`src/logic/ssq_pkg.sv`:
```
// package for the scan and motion command sequencer: register map, commands, timing
// assumes a byte-wide config register port (address write, then data access) from the usb core
package ssq_pkg;
  // ----------------------------------------
  // register offsets
  // ----------------------------------------
  localparam logic [6:0] SSQ_REG_IMAGE = 7'h00;
  localparam logic [6:0] SSQ_REG_FILL = 7'h01;
  localparam logic [6:0] SSQ_REG_CMD = 7'h07;
  localparam logic [6:0] SSQ_REG_MCLK = 7'h08;
  localparam logic [6:0] SSQ_REG_FFHI = 7'h48;
  localparam logic [6:0] SSQ_REG_FFLO = 7'h49;
  localparam logic [6:0] SSQ_REG_SKHI = 7'h4a;
  localparam logic [6:0] SSQ_REG_SKLO = 7'h4b;
  // ----------------------------------------
  // command codes and fields
  // ----------------------------------------
  localparam logic [2:0] SSQ_CMD_IDLE = 3'h0;
  localparam logic [2:0] SSQ_CMD_FWD = 3'h1;
  localparam logic [2:0] SSQ_CMD_REV = 3'h2;
  localparam logic [2:0] SSQ_CMD_SCAN = 3'h3;
  localparam logic [2:0] SSQ_CMD_PFWD = 3'h5;
  localparam logic [2:0] SSQ_CMD_PREV = 3'h6;
  localparam int SSQ_CMD_LO = 0;
  localparam int SSQ_CMD_HI = 2;
  localparam logic [7:0] SSQ_RST_BYTE = 8'h00;
  localparam logic [5:0] SSQ_MCLK_MASK = 6'h3f;
  // ----------------------------------------
  // fifo and timing
  // ----------------------------------------
  localparam int SSQ_FIFO_W = 8;
  localparam int SSQ_FIFO_D = 16;
  localparam int SSQ_FIFO_AW = 4;
  localparam int SSQ_HOLD_MS = 100;
  localparam int SSQ_CLK_MHZ = 100;
  localparam int SSQ_HOLD_CYC = SSQ_HOLD_MS * 1000 * SSQ_CLK_MHZ;
  typedef enum logic [4:0] {
    SSQ_ST_IDLE = 5'b00001,
    SSQ_ST_SKIP = 5'b00010,
    SSQ_ST_SCAN = 5'b00100,
    SSQ_ST_FEED = 5'b01000,
    SSQ_ST_TAIL = 5'b10000
  } ssq_state_t;
endpackage

```
`src/logic/ssq_fifo.sv`:
```
// line buffer fifo, parameterised width and depth
// assumes one clock, synchronous flush
`timescale 1ns/100ps
`default_nettype none
module ssq_fifo #(
  parameter int W = 8,
  parameter int D = 16,
  parameter int AW = 4
) (
  input wire logic clock, // clock
  input wire logic rst_n, // async reset
  input wire logic flush, // clear contents
  input wire logic in_valid, // write request
  output logic in_ready, // space free
  input wire logic [W-1:0] in_data, // write data
  output logic out_valid, // data present
  input wire logic out_ready, // read accept
  output logic [W-1:0] out_data, // head word
  output logic [AW:0] count // words held
);
  logic [W-1:0] mem [D];
  logic [AW-1:0] wp_r, wp_nxt, rp_r, rp_nxt;
  logic [AW:0] cnt_r, cnt_nxt;
  logic wr, rd;
  assign in_ready = (cnt_r != (AW+1)'(D));
  assign out_valid = (cnt_r != '0);
  assign out_data = mem[rp_r];
  assign count = cnt_r;
  always_comb begin
    wr = in_valid && in_ready;
    rd = out_valid && out_ready;
    wp_nxt = wr ? wp_r + 1'b1 : wp_r;
    rp_nxt = rd ? rp_r + 1'b1 : rp_r;
    cnt_nxt = cnt_r + (AW+1)'(wr) - (AW+1)'(rd);
    if (flush) begin
      wp_nxt = '0;
      rp_nxt = '0;
      cnt_nxt = '0;
    end
  end
  always_ff @(posedge clock or negedge rst_n) begin
    if (!rst_n) begin
      wp_r <= '0;
      rp_r <= '0;
      cnt_r <= '0;
    end else begin
      wp_r <= wp_nxt;
      rp_r <= rp_nxt;
      cnt_r <= cnt_nxt;
    end
  end
  always_ff @(posedge clock) begin
    if (wr && !flush) begin
      mem[wp_r] <= in_data;
    end
  end
endmodule
`default_nettype wire

```
`src/logic/ssq_top.sv`:
```
// scan and motion command sequencer top
// assumes synchronous config port strobes and sensor trip levels already polarity-corrected
`timescale 1ns/100ps
`default_nettype none
module ssq_top
  import ssq_pkg::*;
#(
  parameter int HOLD_CYC = ssq_pkg::SSQ_HOLD_CYC
) (
  input wire logic clock, // 100mhz system clock (SSQ_CLK_MHZ)
  input wire logic rst_n, // async reset, active low
  input wire logic addr_wr, // config address write strobe
  input wire logic data_wr, // config data write strobe
  input wire logic data_rd, // config data read strobe
  input wire logic [7:0] wdata, // config write byte
  output logic [7:0] rdata, // config read byte
  output logic rvalid, // read byte valid pulse
  input wire logic sense1, // paper sensor one state
  input wire logic sense2, // paper sensor two state
  input wire logic sense1_en, // sensor one stop enable
  input wire logic sense2_en, // sensor two stop enable
  input wire logic [7:0] sense2_lines, // lines after sensor two trip
  input wire logic [7:0] sense2_steps, // full steps after sensor two trip
  input wire logic mode14, // 14-bit data mode
  input wire logic pixel_rate, // pixel-rate colour (c=3)
  input wire logic [1:0] bits_sel, // bits per pixel 1,2,4,8
  input wire logic [13:0] data_pixels, // data end minus data start
  input wire logic [3:0] horizontal_decimation_factor, // horizontal divider
  input wire logic pix_valid, // sensor sample valid
  input wire logic [7:0] pix_data, // sample byte in sensor order
  input wire logic fullstep, // one-cycle pulse per motor full step
  output logic pix_ready, // sample accepted
  output logic scanning, // scanning bit
  output logic motor_run, // stepper stepping
  output logic motor_dir, // 1 reverse
  output logic motor_power, // stepper hold power
  output logic [15:0] step_size, // active step size
  output logic mclk_en // divided master clock enable
);
  // ----------------------------------------
  // register port
  // ----------------------------------------
  logic [6:0] addr_r, addr_nxt;
  logic [7:0] cmd_r, cmd_nxt, div_r, div_nxt;
  logic [7:0] ffhi_r, ffhi_nxt, fflo_r, fflo_nxt, skhi_r, skhi_nxt, sklo_r, sklo_nxt;
  logic [7:0] rdata_r, rdata_nxt;
  logic rvalid_r, rvalid_nxt, cmd_wr;
  logic [SSQ_FIFO_AW:0] fcount;
  logic f_ovalid, f_oready, f_ivalid, f_iready, flush;
  logic [7:0] f_odata, f_idata;

  function automatic logic [7:0] fill_byte(input logic [SSQ_FIFO_AW:0] c);
    fill_byte = {3'h0, c};
  endfunction

  always_comb begin
    addr_nxt = addr_r;
    cmd_nxt = cmd_r;
    div_nxt = div_r;
    ffhi_nxt = ffhi_r;
    fflo_nxt = fflo_r;
    skhi_nxt = skhi_r;
    sklo_nxt = sklo_r;
    cmd_wr = 1'b0;
    if (addr_wr) begin
      addr_nxt = wdata[6:0];
    end
    if (data_wr) begin
      case (addr_r)
        SSQ_REG_CMD: begin
          cmd_nxt = wdata;
          cmd_wr = 1'b1;
        end
        SSQ_REG_MCLK: div_nxt = {2'h0, wdata[5:0] & SSQ_MCLK_MASK};
        SSQ_REG_FFHI: ffhi_nxt = wdata;
        SSQ_REG_FFLO: fflo_nxt = wdata;
        SSQ_REG_SKHI: skhi_nxt = wdata;
        SSQ_REG_SKLO: sklo_nxt = wdata;
        default: ;
      endcase
    end
    rvalid_nxt = data_rd;
    f_oready = 1'b0;
    rdata_nxt = rdata_r;
    if (data_rd) begin
      case (addr_r)
        SSQ_REG_IMAGE: begin
          rdata_nxt = f_ovalid ? f_odata : SSQ_RST_BYTE;
          f_oready = f_ovalid;
        end
        SSQ_REG_FILL: rdata_nxt = fill_byte(fcount);
        SSQ_REG_CMD: rdata_nxt = cmd_r;
        SSQ_REG_MCLK: rdata_nxt = div_r;
        SSQ_REG_FFHI: rdata_nxt = ffhi_r;
        SSQ_REG_FFLO: rdata_nxt = fflo_r;
        SSQ_REG_SKHI: rdata_nxt = skhi_r;
        SSQ_REG_SKLO: rdata_nxt = sklo_r;
        default: rdata_nxt = SSQ_RST_BYTE;
      endcase
    end
  end

  always_ff @(posedge clock or negedge rst_n) begin
    if (!rst_n) begin
      addr_r <= '0;
      cmd_r <= SSQ_RST_BYTE;
      div_r <= SSQ_RST_BYTE;
      ffhi_r <= SSQ_RST_BYTE;
      fflo_r <= SSQ_RST_BYTE;
      skhi_r <= SSQ_RST_BYTE;
      sklo_r <= SSQ_RST_BYTE;
      rdata_r <= SSQ_RST_BYTE;
      rvalid_r <= 1'b0;
    end else begin
      addr_r <= addr_nxt;
      cmd_r <= cmd_nxt;
      div_r <= div_nxt;
      ffhi_r <= ffhi_nxt;
      fflo_r <= fflo_nxt;
      skhi_r <= skhi_nxt;
      sklo_r <= sklo_nxt;
      rdata_r <= rdata_nxt;
      rvalid_r <= rvalid_nxt;
    end
  end
  assign rdata = rdata_r;
  assign rvalid = rvalid_r;

  // ----------------------------------------
  // master clock divider
  // ----------------------------------------
  // ratio = 1 + code/2: count in whole clocks, odd codes alternate period lengths
  logic [6:0] mdiv_cnt_r, mdiv_cnt_nxt;
  logic mclk_r, mclk_nxt, half_r, half_nxt;
  logic [6:0] mper;
  always_comb begin
    // period in clocks alternates floor/ceil of (2+code)/2
    mper = 7'({1'b0, div_r[5:0]} + 7'd2) >> 1;
    if (div_r[0] && half_r) begin
      mper = mper + 7'd1;
    end
    mclk_nxt = 1'b0;
    half_nxt = half_r;
    mdiv_cnt_nxt = mdiv_cnt_r + 7'd1;
    if (mdiv_cnt_r + 7'd1 >= mper) begin
      mdiv_cnt_nxt = '0;
      mclk_nxt = 1'b1;
      half_nxt = !half_r;
    end
  end
  always_ff @(posedge clock or negedge rst_n) begin
    if (!rst_n) begin
      mdiv_cnt_r <= '0;
      mclk_r <= 1'b0;
      half_r <= 1'b0;
    end else begin
      mdiv_cnt_r <= mdiv_cnt_nxt;
      mclk_r <= mclk_nxt;
      half_r <= half_nxt;
    end
  end
  // register port, fifo and motor step pulses stay on the undivided clock
  assign mclk_en = mclk_r;

  // ----------------------------------------
  // line byte count
  // ----------------------------------------
  function automatic logic [17:0] line_bytes(input logic m14, input logic prc,
                                             input logic [1:0] bs, input logic [13:0] px,
                                             input logic [3:0] hd);
    logic [13:0] q;
    logic [17:0] cq;
    q = (hd == 4'h0) ? px : px / hd;
    cq = prc ? 18'(q) * 18'd3 : 18'(q);
    if (m14) begin
      line_bytes = 18'(cq << 1);
    end else begin
      line_bytes = 18'(((cq << bs) >> 4) << 1);
    end
  endfunction

  // ----------------------------------------
  // sequencer
  // ----------------------------------------
  ssq_state_t st_r, st_nxt;
  logic [15:0] cnt_r, cnt_nxt;
  logic [17:0] lb_r, lb_nxt;
  logic [1:0] stat_r, stat_nxt;
  logic s1_r, s2_r, dir_r, dir_nxt, prog_r, prog_nxt, tailscan_r, tailscan_nxt;
  logic [7:0] tail_lines_r, tail_lines_nxt;
  logic [26:0] hold_r, hold_nxt;
  logic pwr_r, pwr_nxt, run_r, run_nxt, scan_r, scan_nxt;
  logic trip1, trip2, stop_new, starving, line_done;
  logic [2:0] cmd_f;
  assign cmd_f = cmd_nxt[SSQ_CMD_HI:SSQ_CMD_LO];
  assign trip1 = sense1_en && sense1 && !s1_r;
  assign trip2 = sense2_en && sense2 && !s2_r;
  assign stop_new = cmd_wr;

  always_comb begin
    st_nxt = st_r;
    cnt_nxt = cnt_r;
    lb_nxt = lb_r;
    stat_nxt = stat_r;
    dir_nxt = dir_r;
    prog_nxt = prog_r;
    tailscan_nxt = tailscan_r;
    tail_lines_nxt = tail_lines_r;
    scan_nxt = scan_r;
    flush = 1'b0;
    f_ivalid = 1'b0;
    f_idata = pix_data;
    pix_ready = 1'b0;
    line_done = 1'b0;
    starving = !f_iready;
    case (st_r)
      SSQ_ST_IDLE: begin
        if (cmd_wr) begin
          dir_nxt = (cmd_f == SSQ_CMD_REV) || (cmd_f == SSQ_CMD_PREV);
          prog_nxt = (cmd_f == SSQ_CMD_PFWD) || (cmd_f == SSQ_CMD_PREV);
          cnt_nxt = {skhi_r, sklo_r};
          case (cmd_f)
            SSQ_CMD_SCAN: begin
              st_nxt = SSQ_ST_SKIP;
              scan_nxt = 1'b1;
              flush = 1'b1;
            end
            SSQ_CMD_FWD, SSQ_CMD_PFWD: st_nxt = SSQ_ST_FEED;
            SSQ_CMD_REV, SSQ_CMD_PREV: st_nxt = SSQ_ST_FEED;
            default: ;
          endcase
        end
      end
      SSQ_ST_SKIP: begin
        if (stop_new || trip1) begin
          st_nxt = SSQ_ST_IDLE;
          scan_nxt = 1'b0;
        end else if (cnt_r == 16'h0000) begin
          st_nxt = SSQ_ST_SCAN;
          lb_nxt = line_bytes(mode14, pixel_rate, bits_sel, data_pixels,
                              horizontal_decimation_factor);
          stat_nxt = 2'd0;
        end else if (fullstep) begin
          cnt_nxt = cnt_r - 16'd1;
        end
      end
      SSQ_ST_SCAN: begin
        // samples pass in arrival order; colour plane order is the sensor's
        if (lb_r != 18'd0) begin
          f_ivalid = pix_valid;
          pix_ready = f_iready;
          if (pix_valid && f_iready) begin
            lb_nxt = lb_r - 18'd1;
          end
        end else begin
          f_ivalid = 1'b1;
          f_idata = (stat_r == 2'd0) ? fill_byte(fcount) : SSQ_RST_BYTE;
          if (f_iready) begin
            stat_nxt = stat_r + 2'd1;
            if (stat_r == 2'd1) begin
              line_done = 1'b1;
              stat_nxt = 2'd0;
              lb_nxt = line_bytes(mode14, pixel_rate, bits_sel, data_pixels,
                                  horizontal_decimation_factor);
            end
          end
        end
        if (tailscan_r && line_done) begin
          tail_lines_nxt = tail_lines_r - 8'd1;
          if (tail_lines_r <= 8'd1) begin
            st_nxt = SSQ_ST_IDLE;
            scan_nxt = 1'b0;
            tailscan_nxt = 1'b0;
          end
        end
        if (stop_new || trip1) begin
          st_nxt = SSQ_ST_IDLE;
          scan_nxt = 1'b0;
          tailscan_nxt = 1'b0;
        end else if (trip2 && !tailscan_r) begin
          if (sense2_lines == 8'h00) begin
            st_nxt = SSQ_ST_IDLE;
            scan_nxt = 1'b0;
          end else begin
            tailscan_nxt = 1'b1;
            tail_lines_nxt = sense2_lines;
          end
        end
      end
      SSQ_ST_FEED: begin
        if (stop_new || trip1) begin
          st_nxt = SSQ_ST_IDLE;
        end else if (trip2) begin
          if (!dir_r && sense2_steps != 8'h00) begin
            st_nxt = SSQ_ST_TAIL;
            cnt_nxt = {8'h00, sense2_steps};
          end else begin
            st_nxt = SSQ_ST_IDLE;
          end
        end else if (prog_r && cnt_r == 16'h0000) begin
          st_nxt = SSQ_ST_IDLE;
        end else if (prog_r && fullstep) begin
          cnt_nxt = cnt_r - 16'd1;
        end
      end
      SSQ_ST_TAIL: begin
        if (stop_new || cnt_r == 16'h0000) begin
          st_nxt = SSQ_ST_IDLE;
        end else if (fullstep) begin
          cnt_nxt = cnt_r - 16'd1;
        end
      end
      default: st_nxt = SSQ_ST_IDLE;
    endcase
    // full buffer: stop stepping; hold power until the timeout runs out
    run_nxt = (st_nxt == SSQ_ST_SKIP) || (st_nxt == SSQ_ST_FEED) || (st_nxt == SSQ_ST_TAIL) ||
              ((st_nxt == SSQ_ST_SCAN) && !starving);
    hold_nxt = hold_r;
    pwr_nxt = pwr_r;
    if (run_nxt) begin
      hold_nxt = '0;
      pwr_nxt = 1'b1;
    end else if (pwr_r) begin
      if (hold_r >= 27'(HOLD_CYC - 1)) begin
        pwr_nxt = 1'b0;
      end else begin
        hold_nxt = hold_r + 27'd1;
      end
    end
  end

  always_ff @(posedge clock or negedge rst_n) begin
    if (!rst_n) begin
      st_r <= SSQ_ST_IDLE;
      cnt_r <= '0;
      lb_r <= '0;
      stat_r <= '0;
      s1_r <= 1'b0;
      s2_r <= 1'b0;
      dir_r <= 1'b0;
      prog_r <= 1'b0;
      tailscan_r <= 1'b0;
      tail_lines_r <= '0;
      hold_r <= '0;
      pwr_r <= 1'b0;
      run_r <= 1'b0;
      scan_r <= 1'b0;
    end else begin
      st_r <= st_nxt;
      cnt_r <= cnt_nxt;
      lb_r <= lb_nxt;
      stat_r <= stat_nxt;
      s1_r <= sense1;
      s2_r <= sense2;
      dir_r <= dir_nxt;
      prog_r <= prog_nxt;
      tailscan_r <= tailscan_nxt;
      tail_lines_r <= tail_lines_nxt;
      hold_r <= hold_nxt;
      pwr_r <= pwr_nxt;
      run_r <= run_nxt;
      scan_r <= scan_nxt;
    end
  end

  // ----------------------------------------
  // outputs and line buffer
  // ----------------------------------------
  logic [15:0] ss_r;
  always_ff @(posedge clock or negedge rst_n) begin
    if (!rst_n) begin
      ss_r <= '0;
    end else begin
      ss_r <= {ffhi_r, fflo_r};
    end
  end
  assign step_size = ss_r;
  assign scanning = scan_r;
  assign motor_run = run_r;
  assign motor_dir = dir_r;
  assign motor_power = pwr_r;

  ssq_fifo #(
    .W(SSQ_FIFO_W),
    .D(SSQ_FIFO_D),
    .AW(SSQ_FIFO_AW)
  ) u_fifo (
    .clock(clock),
    .rst_n(rst_n),
    .flush(flush),
    .in_valid(f_ivalid),
    .in_ready(f_iready),
    .in_data(f_idata),
    .out_valid(f_ovalid),
    .out_ready(f_oready),
    .out_data(f_odata),
    .count(fcount)
  );
endmodule
`default_nettype wire

```
`config.mk`:
```
export PLATFORM = sky130hd
export DESIGN_NAME = ssq_top
export DESIGN_NICKNAME = d
export VERILOG_FILES = /design/src/logic/ssq_pkg.sv /design/src/logic/ssq_fifo.sv /design/src/logic/ssq_top.sv
export SDC_FILE = /design/constraint.sdc
export NUM_CORES = 1
export LEC_CHECK = 0
export ABC_AREA = 1
export BUFFER_PORTS_ARGS = -buffer_cell sky130_fd_sc_hd__buf_2
export CAP_MARGIN = 5
export CORE_MARGIN = 2
export CORE_UTILIZATION = 45
export CTS_CLUSTER_SIZE = 12
export DETAILED_ROUTE_END_ITERATION = 10
export GPL_TIMING_DRIVEN = 1
export PLACE_DENSITY_LB_ADDON = 0.12
export SLEW_MARGIN = 10
export SYNTH_ARGS = -nofsm -noshare
export SYNTH_HDL_FRONTEND = slang
export SYNTH_SLANG_ARGS = --single-unit
```
`constraint.sdc`:
```
create_clock -name clock -period 5.8 [get_ports clock]
set_input_delay 0.87 -clock clock [delete_from_list [all_inputs] [get_ports clock]]
set_output_delay 0.87 -clock clock [all_outputs]
set_load 0.02 [all_outputs]
```
==> key figures <==
Timing
  – Setup slack after layout: -13,130 ps
  – Final clock period utilization by the worst path: 326%
  – Minimum period implied by the final worst setup slack: 18,930 ps
  – RSZ-0062 raised after global routing: true
  – Max-slew headroom: 26.5%
  – Transition time of the tightest slew-check pin: 1100 ps
  – Maximum clock frequency: 52.8 MHz
  – Hold Fails Final Rpt: 0
  – Final setup violation count: 16
  – Final number of max-transition violations: 0
  – Clock tree skew after final layout: 7.21 ps

Die
  – Die H: around 210 um
  – I/O pins: 96
  – Core Area: 43,300 um^2
  – Initial Utilization: a little under half
  – Area of the die: 45,800 um^2
  – Die Width: 214 um
  – Rows: 76

Outcome
  – Result of the run: complete, but fails checks
  – Violations in the final reports: setup timing

Final layout
  – Final standard cell area without fillers: 25,800 um^2
  – Layout cells sized above 1: 27.8%
  – Final nets: 3,076
  – P&R area growth vs syn: 30.0%

Place
  – Detailed placer's ending HPWL: 39,800 um
  – Buffers on Ports: 95
  – Post-DP Area: 23,400 um^2
  – Post-Place Setup Slack: -14,420 ps
  – Placer's final routability congestion estimate: ~0.94

Global route
  – Initial antenna violation count: 5
  – Pin count of the biggest net entering global routing: 84
  – All-layer global routing usage: 23.4%
  – Global-route wire length before repair: between 80,000 and 90,000 um
  – Vias in the first global route: ~18,000
  – GRT overflow: 0

CTS
  – Clock slew at reported path FFs: ~60 ps
  – Number of sinks handled by clock tree synthesis: between 300 and 400
  – CTS Root Buffer Type: sky130_fd_sc_hd__clkbuf_16
  – Total CTS buffers: 31
  – Clock tree from TritonCTS: yes
  – Maximum root-to-sink buffer count: 3
  – Clock latency reported for the late side of the worst-skew pair: about 570 ps
  – Maximum level of the CTS H-tree: 1
  – CTS hold repair buffers: 0

Synthesis
  – Portion of the post-synthesis area used by sequential elements: 42.6%
  – Area fraction of the dominant cell type after synthesis: 23.1%
  – Share of async-settable or async-resettable flops after synthesis: 59.0%
  – Mapped cell area: 19,900 um^2
  – Yosys Warn Count: 0
  – Number of register bits inferred by synthesis: 312
  – Post-synth top area cell: sky130_fd_sc_hd__dfrtp_1
  – Number of flops mapped to enable cells by yosys: roughly 130
  – Synthesized area per cell: 8.13 um^2
  – Leading post-synthesis cells by cell area: sky130_fd_sc_hd__dfrtp_1 23%, sky130_fd_sc_hd__edfxtp_1 19%, sky130_fd_sc_hd__nand2_1 8.3%
  – Cell with the most instances after synthesis: sky130_fd_sc_hd__nand2_1
  – Top cells by count, synth: 440 x sky130_fd_sc_hd__nand2_1, 298 x sky130_fd_sc_hd__inv_1, 281 x sky130_fd_sc_hd__nor2_1
  – Post-synthesis cell count: 2,441
  – Net count after synthesis: approximately 2,600
  – Number of unique standard cell types used by synthesis: 73
  – Top FF cell, synth: sky130_fd_sc_hd__dfrtp_1

Critical path
  – Library cell contributing the largest single delay on the critical path: sky130_fd_sc_hd__ha_4
  – Critical path launch point type: input pin
  – Data required time of the worst path: 6300 ps
  – Most frequent CP cell: sky130_fd_sc_hd__nand2_1
  – Capturing element type of the critical path: flop
  – Worst stage delay on the critical path: between 200 and 300 ps
  – Data arrival at the endpoint of the critical path: roughly 19,000 ps
  – Startpoint-to-endpoint class of the critical path: input pin to flop
  – Largest driver fanout on the critical path: 8

Detailed routing
  – Number of nets with antenna violations after routing: 0
  – Routed length per placed instance: ~16 um
  – Number of DRC markers in iteration 0: between 1,000 and 1,500
  – Count of unresolved DRC violations after routing: 0
  – Via count normalized by instance count: 5.24
  – Routed wire length: 55,200 um
  – Number of vias in the routed layout: 18,471
  – First-pass DRT Iterations: 6

Min path
  – Hold/Removal Path Class: input pin to asynchronous set/reset pin

Run
  – Max-cap violation count: 0
-- cells in the final DEF (no fill, tap or decap), drive strengths merged, types with 42 or more instances in the layout --
cell type,netlist,final
buf,5,504
nand2,475,475
inv,317,317
nor2,299,299
o21ai,281,281
dfrtp,183,183
edfxtp,128,128
nand3,117,117
ha,94,94
a21oi,85,85
xor2,67,67
clkbuf,59,53
nor3,42,42
-- cells by family (layout without fill, tap and decap cells) --
| logic type | count (synthesis) | in the layout | synth area share (%) |
|---|---|---|---|
| AO/OA/AOI/OAI | 527 | 527 | 15.7 |
| buffers and inverters | 390 | 889 | 7.50 |
| adder cells (fa/ha/maj) | 96 | 96 | 6.13 |
| XOR/XNOR | 91 | 91 | 4.01 |
| AND/OR/NAND/NOR | 1018 | 1018 | 23.7 |
| other | 1 | 4 | 0.0189 |
| flip-flops | 312 | 312 | 42.6 |
| multiplexers | 6 | 6 | 0.328 |
-- sequential cells by signal, indices dropped and copies added, names as in the netlist, 8 cells and up --
register	flops
cmd_r	8
cnt_r	16
ffhi_r	8
fflo_r	8
hold_r	27
lb_r	18
rdata	8
skhi_r	8
sklo_r	8
step_size	16
tail_lines_r	8
u_fifo.mem	128
-- area by class of cell --
type | count | area (um^2)
inverters | 326 | 1250
clock buffers | 52 | 875
flip-flops and latches | 312 | 8450
diodes | 3 | 7.51
clock inverters | 6 | 82.6
well taps | 585 | 732
repair buffers | 505 | 3590
fillers | 3761 | 17400
multi-input cells | 1739 | 10800
-- critical path: cells and delay by family --
kind	cells	cell delay [ps]
simple gates	80	7490
buf+inv	24	1730
fa+ha+maj	15	3670
compound gates	47	5640
-- path summary, 6_finish.rpt --
| path | from | to | slack, ps | cells after the start |
|---|---|---|---|---|
| setup / recovery | horizontal_decimation_factor[0] | lb_r[11] | -13130 | 166 |
| hold / removal | rst_n | step_size[11] | 330 | 1 |
| setup reg to reg | addr_r[5] | hold_r[21] | 510 | 26 |
| hold reg to reg | ffhi_r[0] | step_size[8] | 420 | 0 |
| max in group asynchronous | rst_n | hold_r[8] | 4200 | 2 |
| min in group clock | ffhi_r[0] | step_size[8] | 420 | 0 |
-- per-stage QoR --
step	hold slack, ps	cells	utilization, %	setup TNS (ps)
after CTS	350	3496	58.0	-199750
after global placement	398	3371	54.0	-211660
final	326	3528	59.7	-205950
after floorplan	374	2441	-	-220220
after global routing	373	3525	59.7	-227710
after detailed placement	404	3371	54.0	-225030
-- metal layers --
layer	global-route usage (%)	wire length, um	share of wire [%]	vias to the layer above
met2	40.8	26600	48	426
met4	9.53	2030	3.7	4
met1	29.1	23700	43	8698
li1	-	-	-	9230
met3	3.49	2780	5.0	113
met5	0	27	0.049	-
-- timing repair --
action,in CTS,in global routing
gates resized for setup,55,108
pin swaps,92,99
gates cloned,0,0
setup endpoints to repair,16,20
setup buffers,67,32
Power is left out: the tool's default activity adds up to more than one toggle a clock period on the data nets, which glitch-free logic cannot reach.
